`src/design/ipmmu_pkg.sv`:
```
// shared constants, types and helpers of the internal ram page unit
package ipmmu_pkg;

    localparam int NUM_PAGES = 16;
    localparam int REGION_BITS = 17;
    localparam logic [31:0] INSTR_BASE = 32'h4008_0000;
    localparam logic [31:0] DATA_BASE = 32'h3ffc_0000;

    // page size selector codes
    localparam logic [1:0] MODE_8K = 2'h0;
    localparam logic [1:0] MODE_4K = 2'h1;
    localparam logic [1:0] MODE_2K = 2'h2;
    localparam logic [4:0] SHIFT_8K = 5'hd;
    localparam logic [4:0] SHIFT_4K = 5'hc;
    localparam logic [4:0] SHIFT_2K = 5'hb;

    // map entry fields
    localparam int PERM_LSB = 4;
    localparam int PERM_MSB = 6;
    localparam int VPAGE_LSB = 0;
    localparam int VPAGE_MSB = 3;
    localparam logic [2:0] PERM_NONE = 3'h0;
    localparam logic [2:0] PERM_ALL = 3'h1;
    localparam logic [2:0] PRIV_LIMIT = 3'h2;

    // register word indexes, byte address is four times the index
    localparam logic [5:0] IDX_INSTR_MAP = 6'h00;
    localparam logic [5:0] IDX_DATA_MAP = 6'h10;
    localparam logic [5:0] IDX_INSTR_SIZE = 6'h20;
    localparam logic [5:0] IDX_DATA_SIZE = 6'h21;
    localparam logic [5:0] IDX_STATUS = 6'h22;

    localparam logic [6:0] ENTRY_RESET = 7'h00;
    localparam logic [1:0] MODE_RESET = 2'h0;

    typedef struct packed {
        logic [2:0] perm;
        logic [3:0] vpage;
    } ipmmu_entry_type;

    typedef ipmmu_entry_type [NUM_PAGES-1:0] ipmmu_table_type;

    typedef struct packed {
        logic valid;
        logic wr;
        logic cpu;
        logic [31:0] addr;
        logic [31:0] wdata;
    } ipmmu_bus_req_type;

    typedef struct packed {
        logic ack;
        logic fault;
        logic [31:0] rdata;
    } ipmmu_bus_resp_type;

    typedef struct packed {
        logic req;
        logic wr;
        logic [REGION_BITS-1:0] addr;
        logic [31:0] wdata;
    } ipmmu_ram_type;

    function automatic logic [4:0] ipmmu_page_shift(input logic [1:0] mode);
        logic [4:0] s;
        s = SHIFT_8K;
        if (mode == MODE_4K) begin
            s = SHIFT_4K;
        end else if (mode == MODE_2K) begin
            s = SHIFT_2K;
        end
        return s;
    endfunction

    function automatic logic ipmmu_perm_ok(input logic [2:0] perm,
                                          input logic [2:0] pid);
        return (perm == PERM_ALL) || (perm >= PRIV_LIMIT && perm == pid);
    endfunction

endpackage

```
`src/design/ipmmu_pid_sel.sv`:
```
// picks the owner id of the cpu that issued an access
`timescale 1ns/1ps
`default_nettype none
module ipmmu_pid_sel import ipmmu_pkg::*; (
    input wire logic [2:0] cpu0_pid,
    input wire logic [2:0] cpu1_pid,
    input wire logic cpu,
    output logic [2:0] pid
);
    always_comb begin
        pid = cpu ? cpu1_pid : cpu0_pid;
    end
endmodule
`default_nettype wire

```
`src/design/ipmmu_top.sv`:
```
// page translation and access control for the two upper ram regions
// Notes on behaviour
// - page size code 0 gives 8 KB, 1 gives 4 KB, 2 gives 2 KB.
// - instruction and data regions each have their own page size selector.
// - every region always has sixteen managed pages whatever the size.
// - beyond the sixteen pages the region is left untranslated.
// - untranslated remainder is open to ids 0 and 1 only.
// - page n starts at base plus page size times n.
// - sixteen map entries per region, indexed by physical page.
// - entry bits 6:4: 0 none, 1 all, 2 to 7 that id only.
// - entry bits 3:0 name the virtual page sent to this physical page.
// - ids 0 and 1 ignore the map, full access, page x to x.
// - map and size registers take writes only from ids 0 and 1.
// - instruction region on the instruction bus, data region on data bus.
// - ids 2 to 7 may only read the instruction region pages.
// - ids 2 to 7 may read and write permitted data region pages.
// - translation keeps the in-page offset, swaps only the page index.
// - the owner id comes from the issuing cpu's own id source.
`timescale 1ns/1ps
`default_nettype none
module ipmmu_top import ipmmu_pkg::*; (
    input wire logic clock,
    input wire logic arst_n,
    input wire logic [7:0] reg_addr,
    input wire logic [31:0] reg_wdata,
    input wire logic reg_wr,
    input wire logic reg_rd,
    input wire logic [2:0] reg_pid,
    output logic [31:0] reg_rdata,
    input wire logic [2:0] cpu0_pid,
    input wire logic [2:0] cpu1_pid,
    input wire ipmmu_bus_req_type ibus_req,
    output ipmmu_bus_resp_type ibus_resp,
    output ipmmu_ram_type iram,
    input wire logic [31:0] iram_rdata,
    input wire ipmmu_bus_req_type dbus_req,
    output ipmmu_bus_resp_type dbus_resp,
    output ipmmu_ram_type dram,
    input wire logic [31:0] dram_rdata
);
    typedef struct packed {
        ipmmu_ram_type ram;
        logic s1_v;
        logic s1_deny;
        logic s1_rd;
        logic s2_v;
        logic s2_deny;
        logic s2_rd;
        ipmmu_bus_resp_type resp;
    } ipmmu_pipe_type;

    typedef struct packed {
        ipmmu_table_type itab;
        ipmmu_table_type dtab;
        logic [1:0] imode;
        logic [1:0] dmode;
        logic [31:0] rdata;
        logic [17:0] last_deny;
        ipmmu_pipe_type ip;
        ipmmu_pipe_type dp;
    } ipmmu_state_type;

    ipmmu_state_type st;
    ipmmu_state_type next_st;

    logic [2:0] i_pid;
    logic [2:0] d_pid;
    logic i_allow;
    logic d_allow;
    logic i_managed;
    logic d_managed;
    logic [REGION_BITS-1:0] i_phys;
    logic [REGION_BITS-1:0] d_phys;
    logic reg_priv;
    logic [5:0] reg_idx;
    logic [5:0] rd_idx;

    ipmmu_pid_sel u_ipid (
        .cpu0_pid(cpu0_pid),
        .cpu1_pid(cpu1_pid),
        .cpu(ibus_req.cpu),
        .pid(i_pid)
    );

    ipmmu_pid_sel u_dpid (
        .cpu0_pid(cpu0_pid),
        .cpu1_pid(cpu1_pid),
        .cpu(dbus_req.cpu),
        .pid(d_pid)
    );

    // instruction region is read only for unprivileged ids
    ipmmu_xlate #(.BASE(INSTR_BASE), .WRITE_OK(1'b0)) u_ixl (
        .mode(st.imode),
        .tab(st.itab),
        .pid(i_pid),
        .addr(ibus_req.addr),
        .wr(ibus_req.wr),
        .allow(i_allow),
        .managed(i_managed),
        .phys_addr(i_phys)
    );

    ipmmu_xlate #(.BASE(DATA_BASE), .WRITE_OK(1'b1)) u_dxl (
        .mode(st.dmode),
        .tab(st.dtab),
        .pid(d_pid),
        .addr(dbus_req.addr),
        .wr(dbus_req.wr),
        .allow(d_allow),
        .managed(d_managed),
        .phys_addr(d_phys)
    );

    // three stage answer: ram request, ram data, bus answer
    function automatic ipmmu_pipe_type pipe_step(
        input ipmmu_pipe_type p,
        input ipmmu_bus_req_type rq,
        input logic allow,
        input logic [REGION_BITS-1:0] pa,
        input logic [31:0] rd
    );
        ipmmu_pipe_type n;
        n = p;
        n.ram.req = rq.valid && allow;
        n.ram.wr = rq.valid && allow && rq.wr;
        n.ram.addr = (rq.valid && allow) ? pa : '0;
        n.ram.wdata = (rq.valid && allow && rq.wr) ? rq.wdata : '0;
        n.s1_v = rq.valid;
        n.s1_deny = !allow;
        n.s1_rd = !rq.wr;
        n.s2_v = p.s1_v;
        n.s2_deny = p.s1_deny;
        n.s2_rd = p.s1_rd;
        n.resp.ack = p.s2_v;
        n.resp.fault = p.s2_v && p.s2_deny;
        // a refused read must never see ram contents
        n.resp.rdata = (p.s2_v && !p.s2_deny && p.s2_rd) ? rd : '0;
        return n;
    endfunction

    always_comb begin
        next_st = st;
        reg_idx = reg_addr[7:2];
        rd_idx = reg_addr[7:2];
        reg_priv = (reg_pid < PRIV_LIMIT);
        next_st.ip = pipe_step(st.ip, ibus_req, i_allow, i_phys, iram_rdata);
        next_st.dp = pipe_step(st.dp, dbus_req, d_allow, d_phys, dram_rdata);
        if (ibus_req.valid && !i_allow) begin
            next_st.last_deny = {1'b1, ibus_req.addr[REGION_BITS-1:0]};
        end
        if (dbus_req.valid && !d_allow) begin
            next_st.last_deny = {1'b0, dbus_req.addr[REGION_BITS-1:0]};
        end
        // unprivileged writers are silently dropped
        if (reg_wr && reg_priv) begin
            if (reg_idx < IDX_DATA_MAP) begin
                next_st.itab[reg_idx[3:0]] = reg_wdata[PERM_MSB:VPAGE_LSB];
            end else if (reg_idx < IDX_INSTR_SIZE) begin
                next_st.dtab[reg_idx[3:0]] = reg_wdata[PERM_MSB:VPAGE_LSB];
            end else if (reg_idx == IDX_INSTR_SIZE) begin
                // code 3 is not a page size, keep the old one
                if (reg_wdata[1:0] <= MODE_2K) begin
                    next_st.imode = reg_wdata[1:0];
                end
            end else if (reg_idx == IDX_DATA_SIZE) begin
                if (reg_wdata[1:0] <= MODE_2K) begin
                    next_st.dmode = reg_wdata[1:0];
                end
            end
        end
        next_st.rdata = '0;
        if (reg_rd) begin
            if (rd_idx < IDX_DATA_MAP) begin
                next_st.rdata = {25'h0, st.itab[rd_idx[3:0]]};
            end else if (rd_idx < IDX_INSTR_SIZE) begin
                next_st.rdata = {25'h0, st.dtab[rd_idx[3:0]]};
            end else if (rd_idx == IDX_INSTR_SIZE) begin
                next_st.rdata = {30'h0, st.imode};
            end else if (rd_idx == IDX_DATA_SIZE) begin
                next_st.rdata = {30'h0, st.dmode};
            end else if (rd_idx == IDX_STATUS) begin
                next_st.rdata = {14'h0, st.last_deny};
            end
        end
    end

    always_ff @(posedge clock or negedge arst_n) begin
        if (!arst_n) begin
            st <= '0;
            for (int i = 0; i < NUM_PAGES; i++) begin
                st.itab[i] <= ENTRY_RESET;
                st.dtab[i] <= ENTRY_RESET;
            end
            st.imode <= MODE_RESET;
            st.dmode <= MODE_RESET;
        end else begin
            st <= next_st;
        end
    end

    assign reg_rdata = st.rdata;
    assign ibus_resp = st.ip.resp;
    assign dbus_resp = st.dp.resp;
    assign iram = st.ip.ram;
    assign dram = st.dp.ram;
endmodule
`default_nettype wire

```
`src/design/ipmmu_xlate.sv`:
```
// access decision and page translation for one region
`timescale 1ns/1ps
`default_nettype none
module ipmmu_xlate import ipmmu_pkg::*; #(
    parameter logic [31:0] BASE = INSTR_BASE,
    parameter logic WRITE_OK = 1'b0
) (
    input wire logic [1:0] mode,
    input wire ipmmu_table_type tab,
    input wire logic [2:0] pid,
    input wire logic [31:0] addr,
    input wire logic wr,
    output logic allow,
    output logic managed,
    output logic [REGION_BITS-1:0] phys_addr
);
    logic [REGION_BITS-1:0] off;
    logic [REGION_BITS-1:0] shifted;
    logic [REGION_BITS-1:0] pmask;
    logic [4:0] sh;
    logic [3:0] vpage;
    logic [3:0] ppage;
    logic hit;
    logic in_region;

    always_comb begin
        in_region = (addr[31:REGION_BITS] == BASE[31:REGION_BITS]);
        off = addr[REGION_BITS-1:0];
        sh = ipmmu_page_shift(mode);
        shifted = off >> sh;
        vpage = shifted[3:0];
        // sixteen pages only, the rest of the region stays untranslated
        managed = ((off >> (sh + 5'h4)) == '0);
        hit = 1'b0;
        ppage = vpage;
        // lowest physical page wins if software maps one page twice
        for (int i = NUM_PAGES - 1; i >= 0; i--) begin
            if (tab[i].vpage == vpage && ipmmu_perm_ok(tab[i].perm, pid)) begin
                hit = 1'b1;
                ppage = 4'(i);
            end
        end
        if (pid < PRIV_LIMIT) begin
            ppage = vpage;
            allow = in_region;
        end else begin
            allow = in_region && managed && hit && (!wr || WRITE_OK);
        end
        pmask = 17'h0000f << sh;
        phys_addr = (off & ~pmask) | (17'(ppage) << sh);
    end
endmodule
`default_nettype wire
```
`config.mk`:
```
export PLATFORM = sky130hd
export DESIGN_NAME = ipmmu_top
export DESIGN_NICKNAME = d
export VERILOG_FILES = /design/src/design/ipmmu_pkg.sv /design/src/design/ipmmu_pid_sel.sv /design/src/design/ipmmu_top.sv /design/src/design/ipmmu_xlate.sv
export SDC_FILE = /design/constraint.sdc
export NUM_CORES = 1
export LEC_CHECK = 0
export ABC_AREA = 1
export BUFFER_PORTS_ARGS = -buffer_cell sky130_fd_sc_hd__buf_4
export CORE_UTILIZATION = 45
export DETAILED_ROUTE_END_ITERATION = 7
export GPL_ROUTABILITY_DRIVEN = 0
export MAX_ROUTING_LAYER = met4
export PLACE_DENSITY = 0.65
export SLEW_MARGIN = 15
export SYNTH_ARGS = -nofsm -noshare
export SYNTH_HDL_FRONTEND = slang
export SYNTH_SLANG_ARGS = --single-unit
```
`constraint.sdc`:
```
create_clock -name clock -period 8.1 [get_ports clock]
set_input_delay 1.215 -clock clock [delete_from_list [all_inputs] [get_ports clock]]
set_output_delay 1.215 -clock clock [all_outputs]
set_load 0.1 [all_outputs]
```
== After elaboration in Yosys (flattened, before gate mapping) ==
Cells that the tools add are included.
Word-level totals
  output and inout port bits: 202
  input bits: 251
  bits in latches: 0
  bits in writable memories: 0
  flip-flop bits (word level): 460
  ROM bits: 0
  memories kept: 0
Operators by class
  div/mod/pow operators: 0
  eq/ne operators: 105
  add/subtract/negate cells: 2
  $lt $le $gt $ge: 40
  multiply operators: 0
  mux-type cells: 96
  bitwise logic cells: 9
  shift operators: 8
  reductions and logical operators: 128
Operators with widths (number)
  $bwmux W112: 2
  $mux W18: 8
  $mux W4: 34
  $eq A4 B4 Y1: 32
  $mux W32: 4
  $eq A3 B1 Y1 const B: 32
  $eq A3 B3 Y1: 32
  $ge A3 B2 Y1 const B: 32
  $logic_and A1 B1 Y1: 83
  $bmux W7 S4: 2
  $and A17 B17 Y17: 2
  $logic_not A17 Y1: 2
  $mux W1: 34
  $mux W17: 2
  $not A17 Y17: 2
  $or A17 B17 Y17: 2
  $shl A4 B5 Y17: 2
  $shl A4 B5 Y17 const A: 2
  $shr A17 B4 Y4: 2
  $shr A17 B5 Y17: 2
  $logic_or A1 B1 Y1: 32
  $demux W7 S4: 1
  $mux W7: 3
  $eq A6 B6 Y1 const B: 3
  other kinds (19): 36

== Depth between registers and ports, before layout ==
  depth after elaboration: 29
  gate-level depth with buffers: 34
  depth with buffers taken out: 34

== Modules after synthesis ==
Synthesis repeated with hierarchy kept, for this count alone.
Second synthesis, totals
  cells, all modules: 3464
  area, all modules: 25762.2 um^2
By module, submodules not included
  ipmmu_top: instances 1, cells each 2479, area an instance 20454.6 um^2
  ipmmu_xlate (u_dxl): instances 1, cells each 488, area an instance 2661.3 um^2
  ipmmu_xlate (u_ixl): instances 1, cells each 477, area an instance 2571.2 um^2
  ipmmu_pid_sel: instances 2, cells each 10, area an instance 37.5 um^2

== Least setup slack after synthesis ==
OpenSTA, ideal clock, no wires.
  kind: input-to-reg
  start point: input port dbus_req[44] (netlist name)
  end point: register st[189] (netlist name)
  slack: 4.779 ns
  arrival time: 3.192 ns
  stages on the path: 16
  path through: nand2_1 -> nand3_1 -> nand3_1 -> nand2_4 -> buf_6 -> xor2_1 -> nor4_4 -> nor3_1 -> nand2_2 -> nor2_2 -> o21ai_4 -> nand2_2 -> nand2_4 -> o21ai_4 -> buf_8 -> o221ai_2
RTL lines
  start, declared: RTL line ipmmu_top.sv:36  | input wire ipmmu_bus_req_type dbus_req,
  end signal, assigned: RTL line ipmmu_top.sv:198  | st <= next_st;
  end, declared: RTL line ipmmu_top.sv:63  | ipmmu_state_type st;

==> results.toml <==
[critical_path]
crit_path_max_fanout = 33
critPathMaxStageDelay_ps = 510
worstSetupStartpointType = "flip-flop"
path_buf_inv = 3
cp-end-kind = "flip-flop"
cp.arrival_ps = 5010
critPathMostFrequentCell = "nand2_1"
critPathTopFamily = "simple AND/OR/NAND/NOR gates"
required_ps = 8550
worst-setup-path-type = "flip-flop to flip-flop"
critPathSlowestCell = "ha_1"
crit_path_cell_trace = "inv_1 -> ha_1 -> inv_2 -> nand2_1 -> nand3_1 -> nand3_1 -> nand2_4 -> inv_2 -> nand2_1 -> o21ai_1 -> o21bai_1 -> or2_1 -> nand2_1 -> nor3_1 -> nand2_2 -> nor2_2 -> o21ai_4 -> nand2_2 -> nand2_4 -> o21ai_4 -> o221ai_1"

[clock_network]
cts_root_buf = "clkbuf_16"
clock_path_buffers = 3
clk_pin_slew_ps = 60
htreeDepth = 2
postCtsHoldBufs = 0
clock_sinks = 446
clk_latency_ps = 600
cts_inserted_buffers = 50
cts_tree = "done"
ctsResizeCount = 0
cts_setup_buffers = 0

[logic_synthesis]
synth_async_sr_flop_share_pct = 100.0
syn_area_per_cell_sq_um = 8.187
synthAdderAreaFrac_pct = 0.5219
yosysWarnings = 0
netlist_instances = 2928
ys_types = 73
ys_seq_area_share_pct = 46.56
synth_edf_count = 0
synth_xor_area_share_pct = 4.635
synth_top_family_by_area = "simple AND/OR/NAND/NOR gates"
muxShareOfSynthArea_pct = 0
ys_ff_latch = 446
synthesis.area_sq_um = 23970
synth-compound-area-share_pct = 13.68
synth_ff_type = "dfrtp_1"
yosys.area_share.simple_pct = 20.14

[detailed_routing]
routed_wl_mm = 76.31
drcViolationCount = 0
vias_per_cell = 5.365
via_count = 20460
wl_per_cell_um = 20.01
postRouteAntennaNets = 0
first_iter_violations = 1981
drtPass1Iterations = 7

[status]
status = "completed"

[timing]
slew_headroom_pct = 19.88
fmaxAchievable_mhz = 219.3
fin_tns_setup_ps = 0
finalMaxSlewViolations = 0
worst_pin_slew_ps = 1197
hold_viol_final = 0
finalCriticalPeriod_ps = 4559
fin_crit_sh_pct = 56.29
fin_skew_ps = 18.02
grt_setup_unrepaired = "false"
setup_violations = 0

[layout]
layout_commonest_cell = "nand2_1"
final_cell_mix = "nand2_1 (600), dfrtp_1 (446), buf_4 (424)"
drive_gt1_share_pct = 19.23
fillCellCount = 4864
multiInputGateArea_sq_um = 9398
ff_latch_area_sq_um = 11160
final_cells = 3813
final_nets = 3347
n_antenna_cell = 0
syn2layout_area_growth_pct = 15.08

[power_and_ir_drop]
p_leak_nw = 14.21
power.density_nw_per_um2 = 196.7
irDropWorstVdd_mv = 0.1517

[global_routing]
grt_first_pass_wirelength_mm = 114.8
track_usage_pct = 28.64
grt.overflow.total = 0
grt_max_degree = 156
antenna_found_initial = 1
grt_pass1_vias = 19530

[floorplanning]
io_pins = 453
std_cell_rows = 84
die_height_um = 232.8
start_util_pct = 45.62
core_area_sq_um = 52550
dieWidth_um = 232.8
dieArea_sq_um = 54200

[placed_design]
hpwl_mm = 54.86
placed_cells = 3721
portBuffers = 410

[flow_run]
cap_violations = 0

[hold_path]
hp-class = "flip-flop to flip-flop"
==> state kept, by name, summed over array words and instances, names as in the netlist <==
register and flops:
reg_rdata 18, st 250, dbus_resp 34, ibus_resp 34, dram 51, iram 51
next_st 8
==> metrics by stage <==
stage / worst slack [ps] / hold WS, ps / util [%] / power (W) / cell area (sq um)
3_3_place_gp: 3546 / 332.0 / 49.32 / 0.003142 / 25920
2_1_floorplan: 4779 / 331.2 / - / 0.002876 / 24020
5_1_grt: 3202 / 358.0 / 52.50 / 0.005640 / 27590
6_report: 3541 / 350.4 / 52.50 / 0.005428 / 27590
4_1_cts: 3659 / 349.8 / 52.47 / 0.005454 / 27570
3_5_place_dp: 3438 / 335.6 / 49.32 / 0.003164 / 25920
==> path summary, 6_finish.rpt <==
kind / startpoint / endpoint / slack, ps / cells after the start
setup / recovery: st[233] / st[185] / 3540 / 21
hold / removal: next_st[36] / next_st[33] / 350 / 0
setup reg to reg: st[233] / st[185] / 3540 / 21
hold reg to reg: next_st[36] / next_st[33] / 350 / 0
max in group asynchronous: arst_n / st[350] / 6110 / 2
min in group asynchronous: arst_n / ibus_resp[10] / 610 / 1
==> report_power, final <==
| part | switching (W) | internal (W) | leakage (nW) | total [W] |
|---|---|---|---|---|
| combinational | 0.000493 | 0.000258 | 7.31 | 0.000751 |
| clock | 0.000951 | 0.00134 | 0.808 | 0.00229 |
| sequential | 0.0000781 | 0.00231 | 6.09 | 0.00239 |
| total | 0.00152 | 0.00391 | 14.2 | 0.00543 |
==> synthesized netlist by cell type, types with 14 or more instances <==
library cell,instances,area (sq um)
o21ai_0,324,1622
xnor2_1,35,306.5
inv_2,16,60.06
nor3_1,16,80.08
nand4_1,24,150.1
buf_4,215,1614
nor2_1,270,1013
nand2_1,601,2256
dfrtp_1,446,11160
o22ai_1,107,669.4
a21oi_1,43,215.2
xor2_1,90,788.3
nand3_1,115,575.6
buf_6,14,157.7
nand2_2,14,87.58
clkbuf_1,89,334.1
inv_1,315,1182
==> metal layers <==
layer  up-vias  GRT usage, %  share of wire [%]
li1       9534             -                  -
met1      9851         35.57                 40
met2       920         46.86                 48
met3       153         5.833                8.6
met4         0         8.783                3.1
met5         -             -                  0
==> logic make-up after synthesis <==
logic type / after synthesis
buffers and inverters: 669
AO/OA/AOI/OAI: 561
XOR/XNOR: 126
other: 1
AND/OR/NAND/NOR: 1115
flip-flops: 446
adder cells (fa/ha/maj): 10
==> area by class of cell <==
cell class / count / area share [%]
sequential: 446 / 40.46
multi-input combinational: 1826 / 34.07
timing repair buffer: 428 / 11.79
clock buffer: 72 / 5.238
inverter: 334 / 4.563
tap: 688 / 3.120
clock inverter: 19 / 0.7665
Note: power is estimated with default switching activity, not from simulation.
